===== config.mk =====
export PLATFORM = sky130hd
export DESIGN_NAME = pmpctl_top
export DESIGN_NICKNAME = d
export VERILOG_FILES = /design/src/rtl/pmpctl_pkg.sv /design/src/rtl/pmpctl_sync.sv /design/src/rtl/pmpctl_top.sv
export SDC_FILE = /design/constraint.sdc
export NUM_CORES = 1
export LEC_CHECK = 0
export BUFFER_PORTS_ARGS = -buffer_cell sky130_fd_sc_hd__buf_2
export CAP_MARGIN = 20
export CORE_AREA = 2 2 177 179
export CTS_BUF_LIST = sky130_fd_sc_hd__clkbuf_8
export CTS_CLUSTER_SIZE = 30
export DETAILED_ROUTE_END_ITERATION = 7
export DIE_AREA = 0 0 179 181
export GPL_TIMING_DRIVEN = 0
export PLACE_DENSITY_LB_ADDON = 0.1
export SYNTH_ARGS = -nofsm -noshare
export SYNTH_HDL_FRONTEND = slang
export SYNTH_SLANG_ARGS = --single-unit

===== constraint.sdc =====
create_clock -name CLK_SYS -period 14.4 [get_ports CLK_SYS]
set_clock_uncertainty 0.05 [all_clocks]
set_input_delay 0.72 -clock CLK_SYS [delete_from_list [all_inputs] [get_ports CLK_SYS]]
set_output_delay 0.72 -clock CLK_SYS [all_outputs]
set_load 0.05 [all_outputs]

===== src/rtl/pmpctl_pkg.sv =====
// Package of constants for the pump level controller.
// Assumes a single 100 MHz system clock domain.
package pmpctl_pkg;
  localparam int unsigned CLK_HZ = 100000000;
  localparam int unsigned LEVEL_W = 16;
  localparam int unsigned NUM_EVENTS = 8;
  localparam int unsigned NUM_INPUTS = 8;
  localparam int unsigned NUM_ANALOG = 8;
  localparam int unsigned NUM_OUTPUTS = 2;
  // Pump method encoding.
  localparam logic [1:0] METHOD_DRAIN_ANALOG = 2'h0;
  localparam logic [1:0] METHOD_DRAIN_FLOAT = 2'h1;
  localparam logic [1:0] METHOD_FILL_ANALOG = 2'h2;
  localparam logic [1:0] METHOD_FILL_FLOAT = 2'h3;
  // Output mode encoding.
  localparam logic [1:0] OMODE_MANUAL = 2'h0;
  localparam logic [1:0] OMODE_ALARM = 2'h1;
  localparam logic [1:0] OMODE_PUMP = 2'h2;
  // Event comparison encoding.
  localparam logic [1:0] CMP_GREATER = 2'h0;
  localparam logic [1:0] CMP_LESS = 2'h1;
  localparam logic [1:0] CMP_EQUAL = 2'h2;
  // Dedicated float inputs (zero based contact index 5..7) and the analog level channel.
  localparam int unsigned LEAD_INPUT = 5;
  localparam int unsigned LAG_INPUT = 6;
  localparam int unsigned OFF_INPUT = 7;
  localparam int unsigned LEVEL_INPUT = 5;
  // Reset values.
  localparam logic RST_LEAD_SEL = 1'h0;
  localparam logic [1:0] RST_STATE = 2'h0;
endpackage : pmpctl_pkg


===== src/rtl/pmpctl_sync.sv =====
// Three-stage synchroniser for pin inputs with agreement filter.
// Assumes CLK_SYS domain and synchronous active-low reset.
`timescale 1ns/10ps
module pmpctl_sync #(
  parameter int unsigned WIDTH = 8
) (
  input wire logic clk,
  input wire logic rst_n,
  input wire logic [WIDTH-1:0] pin,
  output logic [WIDTH-1:0] level
);
  logic [WIDTH-1:0] s1_q;
  logic [WIDTH-1:0] s2_q;
  logic [WIDTH-1:0] s3_q;
  logic [WIDTH-1:0] level_q;
  logic [WIDTH-1:0] level_d;

  // A change counts only once the second and third stages agree.
  always_comb begin
    level_d = level_q;
    for (int i = 0; i < WIDTH; i++) begin
      if (s2_q[i] == s3_q[i]) begin
        level_d[i] = s3_q[i];
      end
    end
  end

  always_ff @(posedge clk) begin
    if (!rst_n) begin
      s1_q <= '0;
      s2_q <= '0;
      s3_q <= '0;
      level_q <= '0;
    end else begin
      s1_q <= pin;
      s2_q <= s1_q;
      s3_q <= s2_q;
      level_q <= level_d;
    end
  end

  assign level = level_q;
endmodule : pmpctl_sync


===== src/rtl/pmpctl_top.sv =====
// Pump level controller: simplex/duplex fill or drain pump control from
// floats or an analog level, plus a small table of output events.
// Assumes float contacts are normally open pins, analog levels arrive as
// already-sampled words on CLK_SYS, and software drives the plain ports.
//
// Behaviour
// [RL1] Drain float: lead float closing starts lead pump.
// [RL2] Drain float: lag float closing adds second pump.
// [RL3] Drain: below pumps-off float, both pumps stop.
// [RL4] Stuck float runs both pumps, alarms pump outputs.
// [RL5] Duplex alternates lead pump between pumping cycles.
// [RL6] Simplex on either single pump output, lead/off.
// [RL7] Fill float: level below lead starts pump.
// [RL8] Fill: level above pumps-off stops running pump.
// [RL9] Fill: below lag adds pump until off closes.
// [RL10] Analog mode compares input six with levels.
// [RL11] Analog: duplex with two outputs, else simplex.
// [RL12] Four pump methods: drain/fill, analog/float.
// [RL13] Programmed levels ignored in float methods.
// [RL14] Pump logic acts only on pump-mode outputs.
// [RL15] Up to eight compare-and-switch output events.
// [RL16] Events affect only manual-mode outputs.
// [RL17] Events set on becoming true, never revert.
// [RL18] Floats are normally open; closed means liquid.
// [RL19] Analog thresholds act as equivalent float closures.
// [RL20] Duplex: lead swaps on each entry to all-off.
`timescale 1ns/10ps
module pmpctl_top #(
  parameter int unsigned LEVEL_W = pmpctl_pkg::LEVEL_W,
  parameter int unsigned NUM_EVENTS = pmpctl_pkg::NUM_EVENTS
) (
  // Clock and reset.
  input wire logic CLK_SYS,
  input wire logic NRST,
  // Dry contact pins, closed is high.
  input wire logic [pmpctl_pkg::NUM_INPUTS-1:0] CONTACT_IN,
  // Analog levels, signed, one word per channel.
  input wire logic [pmpctl_pkg::NUM_ANALOG*LEVEL_W-1:0] ANALOG_IN,
  // Pump configuration.
  input wire logic [1:0] PUMP_METHOD,
  input wire logic [LEVEL_W-1:0] LEAD_LEVEL,
  input wire logic [LEVEL_W-1:0] LAG_LEVEL,
  input wire logic [LEVEL_W-1:0] OFF_LEVEL,
  input wire logic [pmpctl_pkg::NUM_OUTPUTS*2-1:0] OUT_MODE,
  // Manual set and alarm-mode drive for each output.
  input wire logic [pmpctl_pkg::NUM_OUTPUTS-1:0] MANUAL_WR,
  input wire logic [pmpctl_pkg::NUM_OUTPUTS-1:0] MANUAL_VAL,
  input wire logic [pmpctl_pkg::NUM_OUTPUTS-1:0] ALARM_DRIVE,
  // Event table: enable, input select, analog flag, compare, value, target.
  input wire logic [NUM_EVENTS-1:0] EV_ENABLE,
  input wire logic [NUM_EVENTS*3-1:0] EV_INPUT_SEL,
  input wire logic [NUM_EVENTS-1:0] EV_IS_ANALOG,
  input wire logic [NUM_EVENTS*2-1:0] EV_COMPARE,
  input wire logic [NUM_EVENTS*LEVEL_W-1:0] EV_VALUE,
  input wire logic [NUM_EVENTS-1:0] EV_REMOTE,
  input wire logic [NUM_EVENTS-1:0] EV_TARGET,
  input wire logic [NUM_EVENTS-1:0] EV_SET_VAL,
  // Remote output events: one-cycle strobe, target and value held until the next one.
  output logic REMOTE_EVENT_STB,
  output logic REMOTE_EVENT_TARGET,
  output logic REMOTE_EVENT_VAL,
  // Relay drives and status.
  output logic [pmpctl_pkg::NUM_OUTPUTS-1:0] RELAY_OUT,
  output logic [pmpctl_pkg::NUM_OUTPUTS-1:0] PUMP_ALARM,
  output logic LEAD_SEL
);
  typedef enum logic [1:0] {
    PMPCTL_IDLE,
    PMPCTL_LEAD,
    PMPCTL_BOTH
  } pmpctl_state_e;

  logic [pmpctl_pkg::NUM_INPUTS-1:0] contact;
  logic [pmpctl_pkg::NUM_OUTPUTS-1:0] is_pump;
  logic [pmpctl_pkg::NUM_OUTPUTS-1:0] is_manual;
  logic analog_mode;
  logic fill_mode;
  logic duplex;
  logic simplex_out;
  logic [LEVEL_W-1:0] level;
  logic lead_cl;
  logic lag_cl;
  logic off_cl;
  logic stuck;
  logic want_lead;
  logic want_lag;
  logic want_stop;
  pmpctl_state_e state_q;
  pmpctl_state_e state_d;
  logic lead_sel_q;
  logic lead_sel_d;
  logic [pmpctl_pkg::NUM_OUTPUTS-1:0] pump_on;
  logic [pmpctl_pkg::NUM_OUTPUTS-1:0] relay_q;
  logic [pmpctl_pkg::NUM_OUTPUTS-1:0] relay_d;
  logic [pmpctl_pkg::NUM_OUTPUTS-1:0] alarm_q;
  logic [pmpctl_pkg::NUM_OUTPUTS-1:0] alarm_d;
  logic [NUM_EVENTS-1:0] cond;
  logic [NUM_EVENTS-1:0] cond_q;
  logic [NUM_EVENTS-1:0] fire;
  logic rem_stb_q;
  logic rem_stb_d;
  logic rem_tgt_q;
  logic rem_tgt_d;
  logic rem_val_q;
  logic rem_val_d;

  // Signed comparison used by both the level thresholds and the events.
  function automatic logic sge(input logic [LEVEL_W-1:0] a,
                               input logic [LEVEL_W-1:0] b);
    sge = $signed(a) >= $signed(b);
  endfunction : sge

  function automatic logic [LEVEL_W-1:0] analog_word(
      input logic [pmpctl_pkg::NUM_ANALOG*LEVEL_W-1:0] bus,
      input logic [2:0] idx);
    analog_word = bus[idx*LEVEL_W +: LEVEL_W];
  endfunction : analog_word

  pmpctl_sync #(
    .WIDTH(pmpctl_pkg::NUM_INPUTS)
  ) u_sync (
    .clk(CLK_SYS),
    .rst_n(NRST),
    .pin(CONTACT_IN),
    .level(contact)
  );

  genvar g;
  generate
    for (g = 0; g < pmpctl_pkg::NUM_OUTPUTS; g++) begin : g_mode
      assign is_pump[g] =
        OUT_MODE[g*2 +: 2] == pmpctl_pkg::OMODE_PUMP; // see [RL14]
      assign is_manual[g] =
        OUT_MODE[g*2 +: 2] == pmpctl_pkg::OMODE_MANUAL; // see [RL16]
    end
  endgenerate

  // Method decode; bit 0 clear means analog, bit 1 set means fill.
  assign analog_mode = !PUMP_METHOD[0]; // see [RL12]
  assign fill_mode = PUMP_METHOD[1]; // see [RL12]
  assign duplex = &is_pump; // see [RL11]
  assign simplex_out = is_pump[1] & ~is_pump[0]; // see [RL6]
  assign level = analog_word(ANALOG_IN,
                             3'(pmpctl_pkg::LEVEL_INPUT)); // see [RL10]

  // Equivalent float closures; closed means liquid at that float.
  // Drain thresholds close at or above, fill thresholds also close when
  // liquid reaches them, so the same sense holds for both methods.
  always_comb begin
    if (analog_mode) begin
      lead_cl = sge(level, LEAD_LEVEL); // see [RL19]
      lag_cl = duplex & sge(level, LAG_LEVEL); // see [RL19]
      off_cl = sge(level, OFF_LEVEL); // see [RL10]
    end else begin
      // Programmed levels play no part here.
      lead_cl = contact[pmpctl_pkg::LEAD_INPUT]; // see [RL13] [RL18]
      lag_cl = duplex & contact[pmpctl_pkg::LAG_INPUT]; // see [RL6]
      off_cl = contact[pmpctl_pkg::OFF_INPUT];
    end
  end

  // Drain: floats above the off float should never close while it is
  // open. Fill: floats below the off float cannot open while it is closed.
  always_comb begin
    if (fill_mode) begin
      stuck = off_cl & (~lead_cl | (duplex & ~lag_cl)); // see [RL4]
      want_lead = ~lead_cl; // see [RL7]
      want_lag = duplex & ~lag_cl; // see [RL9]
      want_stop = off_cl; // see [RL8] [RL9]
    end else begin
      stuck = ~off_cl & (lead_cl | lag_cl); // see [RL4]
      want_lead = lead_cl; // see [RL1]
      want_lag = lag_cl; // see [RL2]
      want_stop = ~off_cl; // see [RL3]
    end
  end

  always_comb begin
    state_d = state_q;
    lead_sel_d = lead_sel_q;
    case (state_q)
      PMPCTL_IDLE: begin
        if (want_lag || stuck) begin
          state_d = PMPCTL_BOTH;
        end else if (want_lead && !want_stop) begin
          state_d = PMPCTL_LEAD; // see [RL1] [RL7]
        end
      end
      PMPCTL_LEAD: begin
        if (want_lag || stuck) begin
          state_d = PMPCTL_BOTH; // see [RL2] [RL9]
        end else if (want_stop) begin
          state_d = PMPCTL_IDLE; // see [RL3] [RL8]
        end
      end
      PMPCTL_BOTH: begin
        if (want_stop && !stuck) begin
          state_d = PMPCTL_IDLE; // see [RL3] [RL9]
        end
      end
      default: begin
        state_d = PMPCTL_IDLE;
      end
    endcase
    if (state_q != PMPCTL_IDLE && state_d == PMPCTL_IDLE && duplex) begin
      lead_sel_d = ~lead_sel_q; // see [RL5] [RL20]
    end
    if (~|is_pump) begin
      state_d = PMPCTL_IDLE; // see [RL14]
    end
  end

  // Map the state onto physical outputs.
  always_comb begin
    pump_on = '0;
    if (duplex) begin
      if (state_q == PMPCTL_BOTH) begin
        pump_on = 2'h3;
      end else if (state_q == PMPCTL_LEAD) begin
        pump_on[lead_sel_q] = 1'b1; // see [RL5]
      end
    end else if (state_q != PMPCTL_IDLE) begin
      pump_on[simplex_out] = 1'b1; // see [RL6]
    end
    pump_on = pump_on & is_pump; // see [RL14]
  end

  // Event conditions.
  generate
    for (g = 0; g < NUM_EVENTS; g++) begin : g_cond
      logic [LEVEL_W-1:0] lhs;
      logic [LEVEL_W-1:0] rhs;
      assign lhs = EV_IS_ANALOG[g]
        ? analog_word(ANALOG_IN, EV_INPUT_SEL[g*3 +: 3])
        : {{(LEVEL_W-1){1'b0}}, contact[EV_INPUT_SEL[g*3 +: 3]]};
      assign rhs = EV_VALUE[g*LEVEL_W +: LEVEL_W];
      always_comb begin
        case (EV_COMPARE[g*2 +: 2])
          pmpctl_pkg::CMP_GREATER: cond[g] = EV_ENABLE[g] & !sge(rhs, lhs);
          pmpctl_pkg::CMP_LESS: cond[g] = EV_ENABLE[g] & !sge(lhs, rhs);
          pmpctl_pkg::CMP_EQUAL: cond[g] = EV_ENABLE[g] & (lhs == rhs);
          default: cond[g] = 1'b0;
        endcase
      end
    end
  endgenerate
  assign fire = cond & ~cond_q; // see [RL15] [RL17]

  // Relays, alarms and remote events; lower event index wins.
  always_comb begin
    relay_d = relay_q;
    alarm_d = '0;
    rem_stb_d = 1'b0;
    rem_tgt_d = rem_tgt_q;
    rem_val_d = rem_val_q;
    for (int o = 0; o < pmpctl_pkg::NUM_OUTPUTS; o++) begin
      if (is_manual[o] && MANUAL_WR[o]) begin
        relay_d[o] = MANUAL_VAL[o];
      end
    end
    for (int e = NUM_EVENTS - 1; e >= 0; e--) begin
      if (fire[e] && !EV_REMOTE[e] && is_manual[EV_TARGET[e]]) begin
        relay_d[EV_TARGET[e]] = EV_SET_VAL[e]; // see [RL16] [RL17]
      end
      if (fire[e] && EV_REMOTE[e]) begin
        rem_stb_d = 1'b1; // see [RL15]
        rem_tgt_d = EV_TARGET[e];
        rem_val_d = EV_SET_VAL[e];
      end
    end
    for (int o = 0; o < pmpctl_pkg::NUM_OUTPUTS; o++) begin
      if (is_pump[o]) begin
        relay_d[o] = pump_on[o]; // see [RL14]
        alarm_d[o] = stuck; // see [RL4]
      end else if (!is_manual[o]) begin
        relay_d[o] = ALARM_DRIVE[o];
      end
    end
  end

  always_ff @(posedge CLK_SYS) begin
    if (!NRST) begin
      state_q <= PMPCTL_IDLE;
      lead_sel_q <= pmpctl_pkg::RST_LEAD_SEL;
      relay_q <= pmpctl_pkg::RST_STATE;
      alarm_q <= pmpctl_pkg::RST_STATE;
      cond_q <= '0;
      rem_stb_q <= 1'b0;
      rem_tgt_q <= 1'b0;
      rem_val_q <= 1'b0;
    end else begin
      state_q <= state_d;
      lead_sel_q <= lead_sel_d;
      relay_q <= relay_d;
      alarm_q <= alarm_d;
      cond_q <= cond;
      rem_stb_q <= rem_stb_d;
      rem_tgt_q <= rem_tgt_d;
      rem_val_q <= rem_val_d;
    end
  end

  assign RELAY_OUT = relay_q;
  assign PUMP_ALARM = alarm_q;
  assign LEAD_SEL = lead_sel_q;
  assign REMOTE_EVENT_STB = rem_stb_q;
  assign REMOTE_EVENT_TARGET = rem_tgt_q;
  assign REMOTE_EVENT_VAL = rem_val_q;
endmodule : pmpctl_top


==> summary.txt, run 1 <==
Yosys
  – EDFF count, synth: 0
  – Ys flop type: dfxtp_1
  – Synth Register Bits: 50
  – Avg Synthesized Cell Area: 9.98 um2
  – Area leader, netlist: mux4_2
  – Count of cell types in the netlist: 82
  – Post-Syn Nets: 2265
  – Sequential fraction of the synthesis area: 6.05%
  – Async SR Flop Fraction: 0%
  – Warning count from the yosys run: 0
  – Synth Cell Area: 16600 um2
  – Top cells by area, synth: mux4_2 (38%), ha_1 (15%), mux2i_1 (7.9%), dfxtp_1 (6.0%), nor2b_1 (5.2%)
  – Post-Syn Instances: 1659
  – Synth top area share: 38.1%

Clock network
  – Post-CTS Setup Bufs: 0
  – TritonCTS clock tree: done
  – H-tree levels: 2
  – Clock sink count: 50
  – CTS clk-pin slew, worst paths: 0.12 ns
  – CTS buffer count: 5
  – CTS root buffer: clkbuf_8
  – Worst skew pair latency: 0.33 ns
  – Post-CTS Hold Buffers: 0
  – Post-CTS resize count: 0
  – Max clock buf depth: 2

Routing
  – Final wirelength: 69100 um
  – DRC: 0
  – Vias per std cell: 6.82
  – Drt pass-1 iters: 6
  – DR vias: 16849
  – Drt initial violations: 2325
  – Post-route ant nets: 0
  – Wire length per cell: 28.0 um

Global route
  – Gr ovfl total: 0
  – Vias in the first global route: 16641
  – First-pass GRT wire length: 100000 um
  – GRT Overall Usage: 42.3%
  – Initial antenna violation count: 16
  – Largest net degree at the start of global routing: 19

Place
  – GPL Wtd Cong: 1.00
  – Port Buffers: 387
  – Pre-CTS WS: 7.62 ns
  – Post-DP HPWL: 56300 um

Job
  – Max Cap Viol: 0

Floorplan
  – Die extent in y: 181 um
  – DIE AREA: 32400 um2
  – Die width: 179 um
  – IO Count: 414
  – Rows: 64
  – Core area: 30300 um2
  – Initial Utilization: 54.6%

STA
  – Final setup vio count: 0
  – Setup TNS: 0 ns
  – Period utilization: 45.7%
  – Max Clk Rate: 0.152 GHz
  – Max-slew violations: 0
  – Fin Hold WS: 0.391 ns
  – Tmin final: 6.58 ns
  – Unrepaired setup endpoints after global routing: false
  – Final Hold Fails: 0
  – Slew margin rel.: 20.4%
  – Worst slew pin tran: 1.19 ns
  – Final setup margin: 7.82 ns

Final layout
  – Layout cell share with drive strength beyond 1: 34.4%
  – Most common cell after layout, fill and taps aside: buf_2
  – Storage cell area: 1000 um2
  – Multi-input logic area: 14400 um2
  – Area delta synth->final: 15.9%
  – Fin util: 63.3%
  – Final-stage net count: 2666
  – Most frequent cells in the layout: buf_2 (387), mux4_2 (280), inv_1 (214), ha_1 (200), nor2b_1 (138)
  – Filler cell count: 2631

Setup path
  – CP Class: in2reg
  – CP max-delay cell: buf_1
  – R2R Setup Slk: 9.11 ns
  – Crit start category: input port
  – CP max stage delay: 0.84 ns
  – CP Cell Sequence: clkbuf_1 -> buf_1 -> mux4_2 -> mux2i_1 -> nor2b_1 -> ha_1 -> nand4_1 -> nor4_1 -> mux2i_1 -> nor3_1 -> mux2i_1 -> nor3b_1 -> or4_4 -> nor4_4 -> nand2b_1 -> o31ai_2
  – Crit path required time: 14.58 ns
  – Worst EP arrival: 6.77 ns
  – Crit-path max FO: 10
  – Crit. End Element: flip-flop
  – Crit-path most repeated cell: mux2i_1

Power and ir drop
  – Power Total: 0.902 mW
  – Pwr/cell area: 47.0 nW/um2
  – VDD IR max: 46.7 uV
  – Leak: 8.83 nW

Run status
  – Status: finished, final reports clean

Min path
  – Hold WC Path Type: reg2reg
-- flip-flops by register name, indices dropped and copies added, names as in the netlist, 2 cells and up --
register,flops
PUMP_ALARM,2
state_q,2
u_sync.level,8
cond_q,8
u_sync.s2_q,8
u_sync.s3_q,8
u_sync.s1_q,8
RELAY_OUT,2
-- Yosys cell counts, drive strengths merged, types with 3 or more instances --
| master | count |
|---|---|
| or3 | 5 |
| a211o | 4 |
| o311a | 3 |
| o21bai | 4 |
| a31oi | 6 |
| nor4 | 14 |
| nor2 | 42 |
| nand3 | 21 |
| and3 | 10 |
| nand2b | 11 |
| mux2i | 131 |
| o21ai | 41 |
| a211oi | 17 |
| o211ai | 13 |
| nand4b | 4 |
| inv | 214 |
| a21o | 16 |
| o31ai | 7 |
| nand2 | 75 |
| or4 | 8 |
| ha | 200 |
| a21boi | 3 |
| a311oi | 4 |
| o211a | 5 |
| o21a | 8 |
| and2 | 30 |
| a2111oi | 6 |
| mux4 | 280 |
| buf | 42 |
| nor4b | 6 |
| and3b | 3 |
| nand3b | 4 |
| a22o | 3 |
| nor3 | 17 |
| or2 | 6 |
| clkbuf | 56 |
| nand4 | 34 |
| dfxtp | 50 |
| o31a | 3 |
| a21oi | 73 |
| mux2 | 6 |
| nor3b | 8 |
| nor2b | 138 |
-- worst max-delay path: cells and delay by family --
| family | cells | cell delay, ns |
|---|---|---|
| compound gates | 1 | 0.07 |
| fa+ha+maj | 1 | 0.33 |
| buf+inv | 2 | 1.19 |
| mux | 4 | 1.99 |
| simple gates | 8 | 2.43 |
-- power breakdown --
part | leakage (nW) | total (mW) | switching (mW) | internal [mW]
clock | 0.0507 | 0.0964 | 0.0598 | 0.0366
combinational | 8.37 | 0.656 | 0.362 | 0.294
sequential | 0.409 | 0.150 | 0.00438 | 0.146
total | 8.83 | 0.902 | 0.426 | 0.476
-- final cells by class --
type / instances / area share [%]
diodes: 12 / 0.156
plain buffers: 98 / 1.94
clock buffers: 5 / 0.358
clock inverters: 3 / 0.150
inverters: 214 / 4.18
multi-input cells: 1297 / 74.9
flip-flops and latches: 50 / 5.21
well taps: 396 / 2.58
repair buffers: 394 / 10.5
-- final timing paths --
| check | startpoint | end | cells after the start |
|---|---|---|---|
| hold / removal | u_sync.s1_q[2]$_SDFF_PN0_ | u_sync.s2_q[2]$_SDFF_PN0_ | 1 |
| setup / recovery | EV_INPUT_SEL[3] | REMOTE_EVENT_VAL$_SDFFE_PN0P_ | 16 |
| hold reg to reg | u_sync.s1_q[2]$_SDFF_PN0_ | u_sync.s2_q[2]$_SDFF_PN0_ | 1 |
| setup reg to reg | u_sync.level[6]$_SDFFE_PN0N_ | REMOTE_EVENT_VAL$_SDFFE_PN0P_ | 15 |
-- metrics by stage --
step | area [um2] | instances
6_report | 19200 | 2469
5_1_grt | 19200 | 2461
4_1_cts | 19100 | 2451
3_5_place_dp | 19000 | 2443
3_3_place_gp | 19000 | 2442
2_1_floorplan | 16600 | 1659
-- cells by family (layout without fill, tap and decap cells) --
kind of cell	after synthesis	count (layout)	synth area share (%)
simple gates	441	441	15.5
mux	417	417	46.4
buf+inv	312	714	7.10
compound gates	238	238	9.75
fa+ha+maj	200	200	15.1
flops	50	50	6.05
xor+xnor	1	1	0.0529
other cells	0	12	0
-- per-layer routing --
metal / part of all wire, % / wire, um / vias up / track usage, %
li1: - / - / 7257 / -
met1: 34 / 23500 / 7970 / 50.5
met2: 44 / 30500 / 1319 / 65.0
met3: 15 / 10400 / 289 / 16.7
met4: 6.6 / 4580 / 14 / 23.1
met5: 0.13 / 93 / - / 0
(Power assumes the default switching activity.)
==> run 2, diff against run 1 <==
--- a/config.mk
+++ b/config.mk
@@ -7,11 +7,11 @@
 export LEC_CHECK = 0
 export BUFFER_PORTS_ARGS = -buffer_cell sky130_fd_sc_hd__buf_2
 export CAP_MARGIN = 20
-export CORE_AREA = 2 2 177 179
+export CORE_AREA = 2 2 184 186
 export CTS_BUF_LIST = sky130_fd_sc_hd__clkbuf_8
 export CTS_CLUSTER_SIZE = 30
 export DETAILED_ROUTE_END_ITERATION = 7
-export DIE_AREA = 0 0 179 181
+export DIE_AREA = 0 0 186 188
 export GPL_TIMING_DRIVEN = 0
 export PLACE_DENSITY_LB_ADDON = 0.1
 export SYNTH_ARGS = -nofsm -noshare
==> constraint.sdc (replaced) <==
create_clock -name CLK_SYS -period 5.4 [get_ports CLK_SYS]
set_clock_uncertainty 0.05 [all_clocks]
set_input_delay 0.27 -clock CLK_SYS [delete_from_list [all_inputs] [get_ports CLK_SYS]]
set_output_delay 0.27 -clock CLK_SYS [all_outputs]
set_load 0.05 [all_outputs]
==> run 2 against run 1 <==
Net effect:
- design area is 0.76% higher
- power grew to 2.7 times the previous value
- register-to-register slack got worse by 8.6 ns
==> summary.txt, run 2 (synthesis gave the netlist of run 1 again) <==
Global route
  – Largest net degree at the start of global routing: 18 (-1)
  – GRT Overall Usage: 39.5% (-2.8 points)
  – Initial antenna violation count: 7 (-9)
  – First-pass GRT wire length: 101000 um (+0.52%)
  – Gr ovfl total: 0 (unchanged)
  – Vias in the first global route: 16517 (-0.75%)

Place
  – GPL Wtd Cong: 0.992 (-1.2%)
  – Post-DP HPWL: 57100 um (+1.4%)
  – Area after DPL: 19100 um2 (+0.33%)
  – Cell total after placement: 2494 (+2.1%)
  – Port Buffers: 387 (unchanged)

Run status
  – Status: finished, final reports clean

STA
  – Max Clk Rate: 0.186 GHz
  – Final Hold Fails: 0 (unchanged)
  – Final setup vio count: 0 (unchanged)
  – Tmin final: 5.39 ns
  – Unrepaired setup endpoints after global routing: false
  – Period utilization: 99.7%
  – Worst slew pin tran: 1.05 ns (-0.146 ns)
  – Max-slew violations: 0 (unchanged)
  – Slew margin rel.: 30.1% (+9.7 points)

Clock network
  – CTS clk-pin slew, worst paths: 0.11 ns (about the same)
  – CTS buffer count: 5 (unchanged)
  – TritonCTS clock tree: done
  – Max clock buf depth: 2 (unchanged)
  – H-tree levels: 2 (unchanged)
  – Post-CTS Setup Bufs: 0 (unchanged)
  – Post-CTS Hold Buffers: 0 (unchanged)
  – CTS root buffer: clkbuf_8
  – Worst skew pair latency: 0.31 ns (-0.02 ns)
  – Clock sink count: 50 (unchanged)

Min path
  – Worst Hold Depth: 2 (+1)
  – Hold Path Origin: CONTACT_IN[0]
  – Hold WC Path Type: in2reg
  – Hold endpoint: u_sync.s1_q[0]$_SDFF_PN0_

Setup path
  – R2R Setup Slk: 0.55 ns (-8.56 ns)
  – CP Cell Sequence: clkbuf_1 -> clkbuf_1 -> mux4_2 -> mux2i_2 -> nor2b_1 -> ha_1 -> a211oi_1 -> o21ai_0 -> a311o_1 -> mux2i_1 -> mux2_2 -> nand4b_1 -> nor2_1 -> or4_2 -> a211oi_2 -> o21a_1
  – CP Class: in2reg
  – CP max-delay cell: clkbuf_1
  – Cell count of the worst reg-to-reg path: 15 (unchanged)
  – Crit. End Element: flip-flop
  – Crit-path max FO: 10 (unchanged)
  – CP max stage delay: 0.71 ns (-0.13 ns)
  – Crit path required time: 5.62 ns (-8.96 ns)
  – Worst R2R End: REMOTE_EVENT_VAL$_SDFFE_PN0P_
  – Crit start category: input port
  – Crit-path most repeated cell: clkbuf_1
  – Reg2reg start: u_sync.level[7]$_SDFFE_PN0N_
  – Worst EP arrival: 5.61 ns (-1.16 ns)

Job
  – Max Cap Viol: 0 (unchanged)

Floorplan
  – IO Count: 414 (unchanged)
  – Die width: 186 um (+3.9%)
  – Rows: 67 (+4.7%)
  – Initial Utilization: 50.0% (-4.6 points)
  – DIE AREA: 35000 um2 (+7.9%)
  – Core area: 33100 um2 (+9.1%)
  – Die extent in y: 188 um (+3.9%)

Power and ir drop
  – Leak: 8.92 nW (+1.1%)
  – VDD IR max: 159 uV (+240%)
  – Pwr/cell area: 126 nW/um2 (+170%)

Routing
  – Vias per std cell: 6.65 (-2.6%)
  – DR vias: 16683 (-0.99%)
  – DRC: 0 (unchanged)
  – Final wirelength: 69900 um (+1.2%)
  – Post-route ant nets: 0 (unchanged)
  – Drt pass-1 iters: 6 (unchanged)
  – Drt initial violations: 2085 (-10%)
  – Wire length per cell: 27.9 um (-0.43%)

Final layout
  – Final-stage net count: 2662 (-0.15%)
  – Fin cells: 2509 (+1.6%)
  – Fin area: 19300 um2 (+0.76%)
  – Fin util: 58.4% (-4.8 points)
  – Layout cell share with drive strength beyond 1: 36.0% (+1.7 points)
  – Filler cell count: 3030 (+15%)
  – Area delta synth->final: 16.8%
  – Most common cell after layout, fill and taps aside: buf_2
  – Most frequent cells in the layout: buf_2 (392), mux4_2 (280), inv_1 (214), ha_1 (200), nor2b_1 (138)
run 2: cell count changes in the layout (fill, tap and decap cells not counted), moves of 2 or more:
cell             before  now
buf_8                 4    1
clkdlybuf4s15_2       0    2
clkbuf_2              1   14
clkbuf_1             56   51
nor4_2                3    6
mux2i_1             131  128
mux2i_2               0    3
clkbuf_4              0    7
buf_2               387  392
nor4_1               10    7
buf_1                42   17
diode_2              12    4
run 2: layout make-up:
| type | count | area [um2] | share of cell area (%) |
|---|---|---|---|
| Inverter | 214 | 803 | 4.15 |
| Clock inverter | 3 | 47.5 | 0.246 |
| Buffer | 98 | 440 | 2.28 |
| Tap cell | 448 | 561 | 2.90 |
| Antenna cell | 4 | 10.0 | 0.0517 |
| Clock buffer | 5 | 68.8 | 0.356 |
| Multi-Input combinational cell | 1297 | 14400 | 74.6 |
| Sequential cell | 50 | 1000 | 5.17 |
| Timing Repair Buffer | 390 | 1980 | 10.2 |
run 2: routing by layer:
metal | part of all wire, % | vias up | GRT usage, %
met1 | 36 | 7912 | 48.0
met4 | 7.0 | 4 | 23.3
met2 | 44 | 1296 | 60.7
met5 | 0.037 | - | 0
li1 | - | 7226 | -
met3 | 14 | 245 | 13.4
run 2: critical path: cells and delay by family:
family / cells / cell delay (ns)
adder cells (fa/ha/maj): 1 / 0.33
multiplexers: 4 / 1.73
AND/OR/NAND/NOR: 4 / 1.11
AO/OA/AOI/OAI: 5 / 1.08
buffers and inverters: 2 / 1.07
run 2: how the worst max path moves through the flow:
stage,slack (ns),endpoint,from
after floorplan,0.70,REMOTE_EVENT_VAL$_SDFFE_PN0P_,EV_INPUT_SEL[18]
after global placement,-1.06,REMOTE_EVENT_VAL$_SDFFE_PN0P_,EV_INPUT_SEL[3]
after detailed placement,-1.11,REMOTE_EVENT_VAL$_SDFFE_PN0P_,EV_INPUT_SEL[3]
after CTS,0.003,REMOTE_EVENT_VAL$_SDFFE_PN0P_,EV_INPUT_SEL[18]
after global routing,0.002,RELAY_OUT[0]$_SDFF_PN0_,EV_INPUT_SEL[9]
final,0.01,REMOTE_EVENT_TARGET$_SDFFE_PN0P_,EV_INPUT_SEL[7]
run 2: per-stage QoR:
stage / setup TNS (ns) / hold WS (ns) / setup WS [ns] / power (mW)
finish: 0 / 0.102 / 0.0148 / 2.44
global route: 0 / 0.0971 / 0.00168 / 2.58
CTS: 0 / 0.0888 / 0.00285 / 2.40
detailed placement: -4.43 / 0.369 / -1.11 / 2.10
global placement: -4.82 / 0.366 / -1.06 / 2.07
floorplan: 0 / 0.347 / 0.699 / 1.47
run 2: timing repair:
action                     CTS  global route
setup endpoints to repair    5             5
gates resized for setup     45            57
cloned                       0             0
run 2: where the power goes:
group	internal (mW)	total (mW)	switching [mW]
combinational	0.786	1.76	0.971
clock	0.141	0.288	0.147
sequential	0.388	0.399	0.0115
==> run 3, diff against run 2 <==
--- a/config.mk
+++ b/config.mk
@@ -7,11 +7,11 @@
 export LEC_CHECK = 0
 export BUFFER_PORTS_ARGS = -buffer_cell sky130_fd_sc_hd__buf_2
 export CAP_MARGIN = 20
-export CORE_AREA = 2 2 184 186
+export CORE_AREA = 2 2 207 209
 export CTS_BUF_LIST = sky130_fd_sc_hd__clkbuf_8
 export CTS_CLUSTER_SIZE = 30
 export DETAILED_ROUTE_END_ITERATION = 7
-export DIE_AREA = 0 0 186 188
+export DIE_AREA = 0 0 209 211
 export GPL_TIMING_DRIVEN = 0
 export PLACE_DENSITY_LB_ADDON = 0.1
 export SYNTH_ARGS = -nofsm -noshare
==> run 3 against run 2 <==
Net effect:
- power down 0.44%
- sequential share of layout area about the same
- sequential power hardly changed
- setup slack improved by 0.085 ns
- cell count is 3.9% higher
- routed wire length is 6.4% higher
- critical endpoint is now RELAY_OUT[1]$_SDFF_PN0_
==> summary.txt, run 3 (synthesis gave the netlist of run 1 again) <==
Routing
  – Post-route ant nets: 0 (unchanged)
  – Wire length per cell: 28.5 um (+2.3%)
  – Drt initial violations: 1796 (-14%)
  – Vias per std cell: 6.34 (-4.7%)
  – Final wirelength: 74400 um (+6.4%)
  – DR vias: 16525 (-0.95%)
  – Drt pass-1 iters: 5 (-1)
  – DRC: 0 (unchanged)

STA
  – Slew margin rel.: 27.6% (-2.5 points)
  – Setup TNS: 0 ns (unchanged)
  – Period utilization: 98.2% (-1.6 points)
  – Final setup vio count: 0 (unchanged)
  – Max Clk Rate: 0.189 GHz (+1.6%)
  – Max-slew violations: 0 (unchanged)
  – Tmin final: 5.30 ns (-0.0848 ns)
  – Worst slew pin tran: 1.09 ns (+0.0369 ns)
  – Final Hold Fails: 0 (unchanged)
  – Unrepaired setup endpoints after global routing: false

Global route
  – GR peak layer: met2
  – Met1 Use GR: 41.4% (-6.6 points)
  – Largest net degree at the start of global routing: 19 (+1)
  – Gr ovfl total: 0 (unchanged)
  – Initial antenna violation count: 26 (+19)
  – Met3 Use GR: 8.76% (-4.6 points)
  – Vias in the first global route: 16423 (-0.57%)
  – First-pass GRT wire length: 106000 um (+5.8%)
  – GRT Overall Usage: 33.1% (-6.4 points)
  – Met2 Use GR: 53.6% (-7.1 points)

Power and ir drop
  – VDD IR max: 95.6 uV (-40%)
  – Pwr/cell area: 125 nW/um2 (-1.2%)
  – Leak: 8.91 nW (-0.17%)

Place
  – Post-DP HPWL: 60900 um (+6.7%)
  – GPL Wtd Cong: 0.951 (-4.1%)
  – Port Buffers: 387 (unchanged)

Clock network
  – Max clock buf depth: 2 (unchanged)
  – Post-CTS Hold Buffers: 0 (unchanged)
  – Worst skew pair latency: 0.34 ns (+0.03 ns)
  – CTS root buffer: clkbuf_8
  – Clock sink count: 50 (unchanged)
  – CTS clk-pin slew, worst paths: 0.14 ns (+0.03 ns)
  – H-tree levels: 2 (unchanged)
  – CTS buffer count: 5 (unchanged)
  – TritonCTS clock tree: done

Min path
  – Hold WC Path Type: in2reg
  – Hold Path Origin: CONTACT_IN[0]

Setup path
  – CP max-delay cell: clkbuf_1
  – CP max stage delay: 0.71 ns (about the same)
  – Crit start category: input port
  – Crit-path max FO: 10 (unchanged)
  – Reg2reg start: u_sync.level[6]$_SDFFE_PN0N_
  – CP Cell Sequence: clkbuf_1 -> clkbuf_1 -> mux4_2 -> mux2i_1 -> nor2b_1 -> ha_1 -> nand2_1 -> or4_1 -> a21oi_1 -> nor4_1 -> mux2_2 -> nor4_2 -> mux2i_1 -> a2111oi_0 -> o21ai_0 -> a21oi_1
  – Setup crit start: EV_INPUT_SEL[13]
  – Crit path buf inv count: 2 (unchanged)
  – CP Class: in2reg
  – Crit path required time: 5.63 ns (about the same)
  – Worst EP arrival: 5.53 ns (-0.08 ns)
  – Cell family with most CP delay: multiplexers
  – Crit. End Element: flip-flop

Final layout
  – Most common cell after layout, fill and taps aside: buf_2
  – Final-stage net count: 2663 (+0.038%)
  – Storage cell area: 1000 um2 (unchanged)
  – Fin util: 46.7% (-12 points)
  – Multi-input logic area: 14400 um2 (about the same)
  – Layout cell share with drive strength beyond 1: 36.1% (about the same)
  – Most frequent cells in the layout: buf_2 (391), mux4_2 (280), inv_1 (214), ha_1 (200), nor2b_1 (138)
  – Filler cell count: 4085 (+35%)
  – Area delta synth->final: 17.7%

Floorplan
  – Rows: 75 (+12%)
  – IO Count: 414 (unchanged)
  – Die extent in y: 211 um (+12%)
  – Die width: 209 um (+12%)
  – DIE AREA: 44100 um2 (+26%)
  – Initial Utilization: 39.7% (-10 points)
  – Core area: 41800 um2 (+26%)

Job
  – Max Cap Viol: 0 (unchanged)

Run status
  – Status: finished, final reports clean
[run 3: cell count changes in the layout (fill, tap and decap cells not counted), sizes merged]
cell,delta
diode,+7
clkbuf,-2
clkdlybuf4s18,+2
buf,+1
bufinv,-1
clkdlybuf4s15,+1
clkinv,+1
dlymetal6s2s,-1
[run 3: worst paths after layout]
check	end	slack [ns]	cells past startpoint
worst max register to register	REMOTE_EVENT_TARGET$_SDFFE_PN0P_	0.59	15
worst min-delay path	u_sync.s1_q[0]$_SDFF_PN0_	0.09	2
worst min register to register	u_sync.s2_q[7]$_SDFF_PN0_	0.39	1
worst max-delay path	RELAY_OUT[1]$_SDFF_PN0_	0.1	16
[run 3: layout make-up]
cell class	instances	area share, %
sequential	50	5.14
tap	539	3.46
antenna	11	0.141
buffer	98	2.33
clock inverter	3	0.148
inverter	214	4.12
timing repair buffer	391	10.2
multi-input combinational	1297	74.1
clock buffer	5	0.353
[run 3: layer usage]
metal	vias up	wire [um]
met5	-	189
met4	30	3880
met3	209	8740
met2	1117	34000
met1	7921	27600
li1	7248	-
[run 3: where the power goes]
group	switching [mW]	internal, mW
combinational	0.983	0.788
clock	0.166	0.0969
sequential	0.0113	0.388
total	1.16	1.27
[run 3: per-stage QoR]
stage | power [mW] | instances | cell area [um2] | hold slack (ns) | setup WS (ns)
3_3_place_gp | 2.09 | 2585 | 19200 | 0.367 | -1.09
6_report | 2.43 | 2608 | 19500 | 0.0927 | 0.0995
2_1_floorplan | 1.47 | 1659 | 16600 | 0.347 | 0.699
5_1_grt | 2.58 | 2605 | 19500 | 0.0904 | 0.0106
3_5_place_dp | 2.12 | 2587 | 19200 | 0.368 | -1.04
4_1_cts | 2.40 | 2595 | 19400 | 0.0894 | 0.00917
[run 3: what timing repair did]
item                                    in CTS  in global routing
endpoints found under the setup margin       5                  5
buffers inserted                             0                  0
gates resized for setup                     41                 60
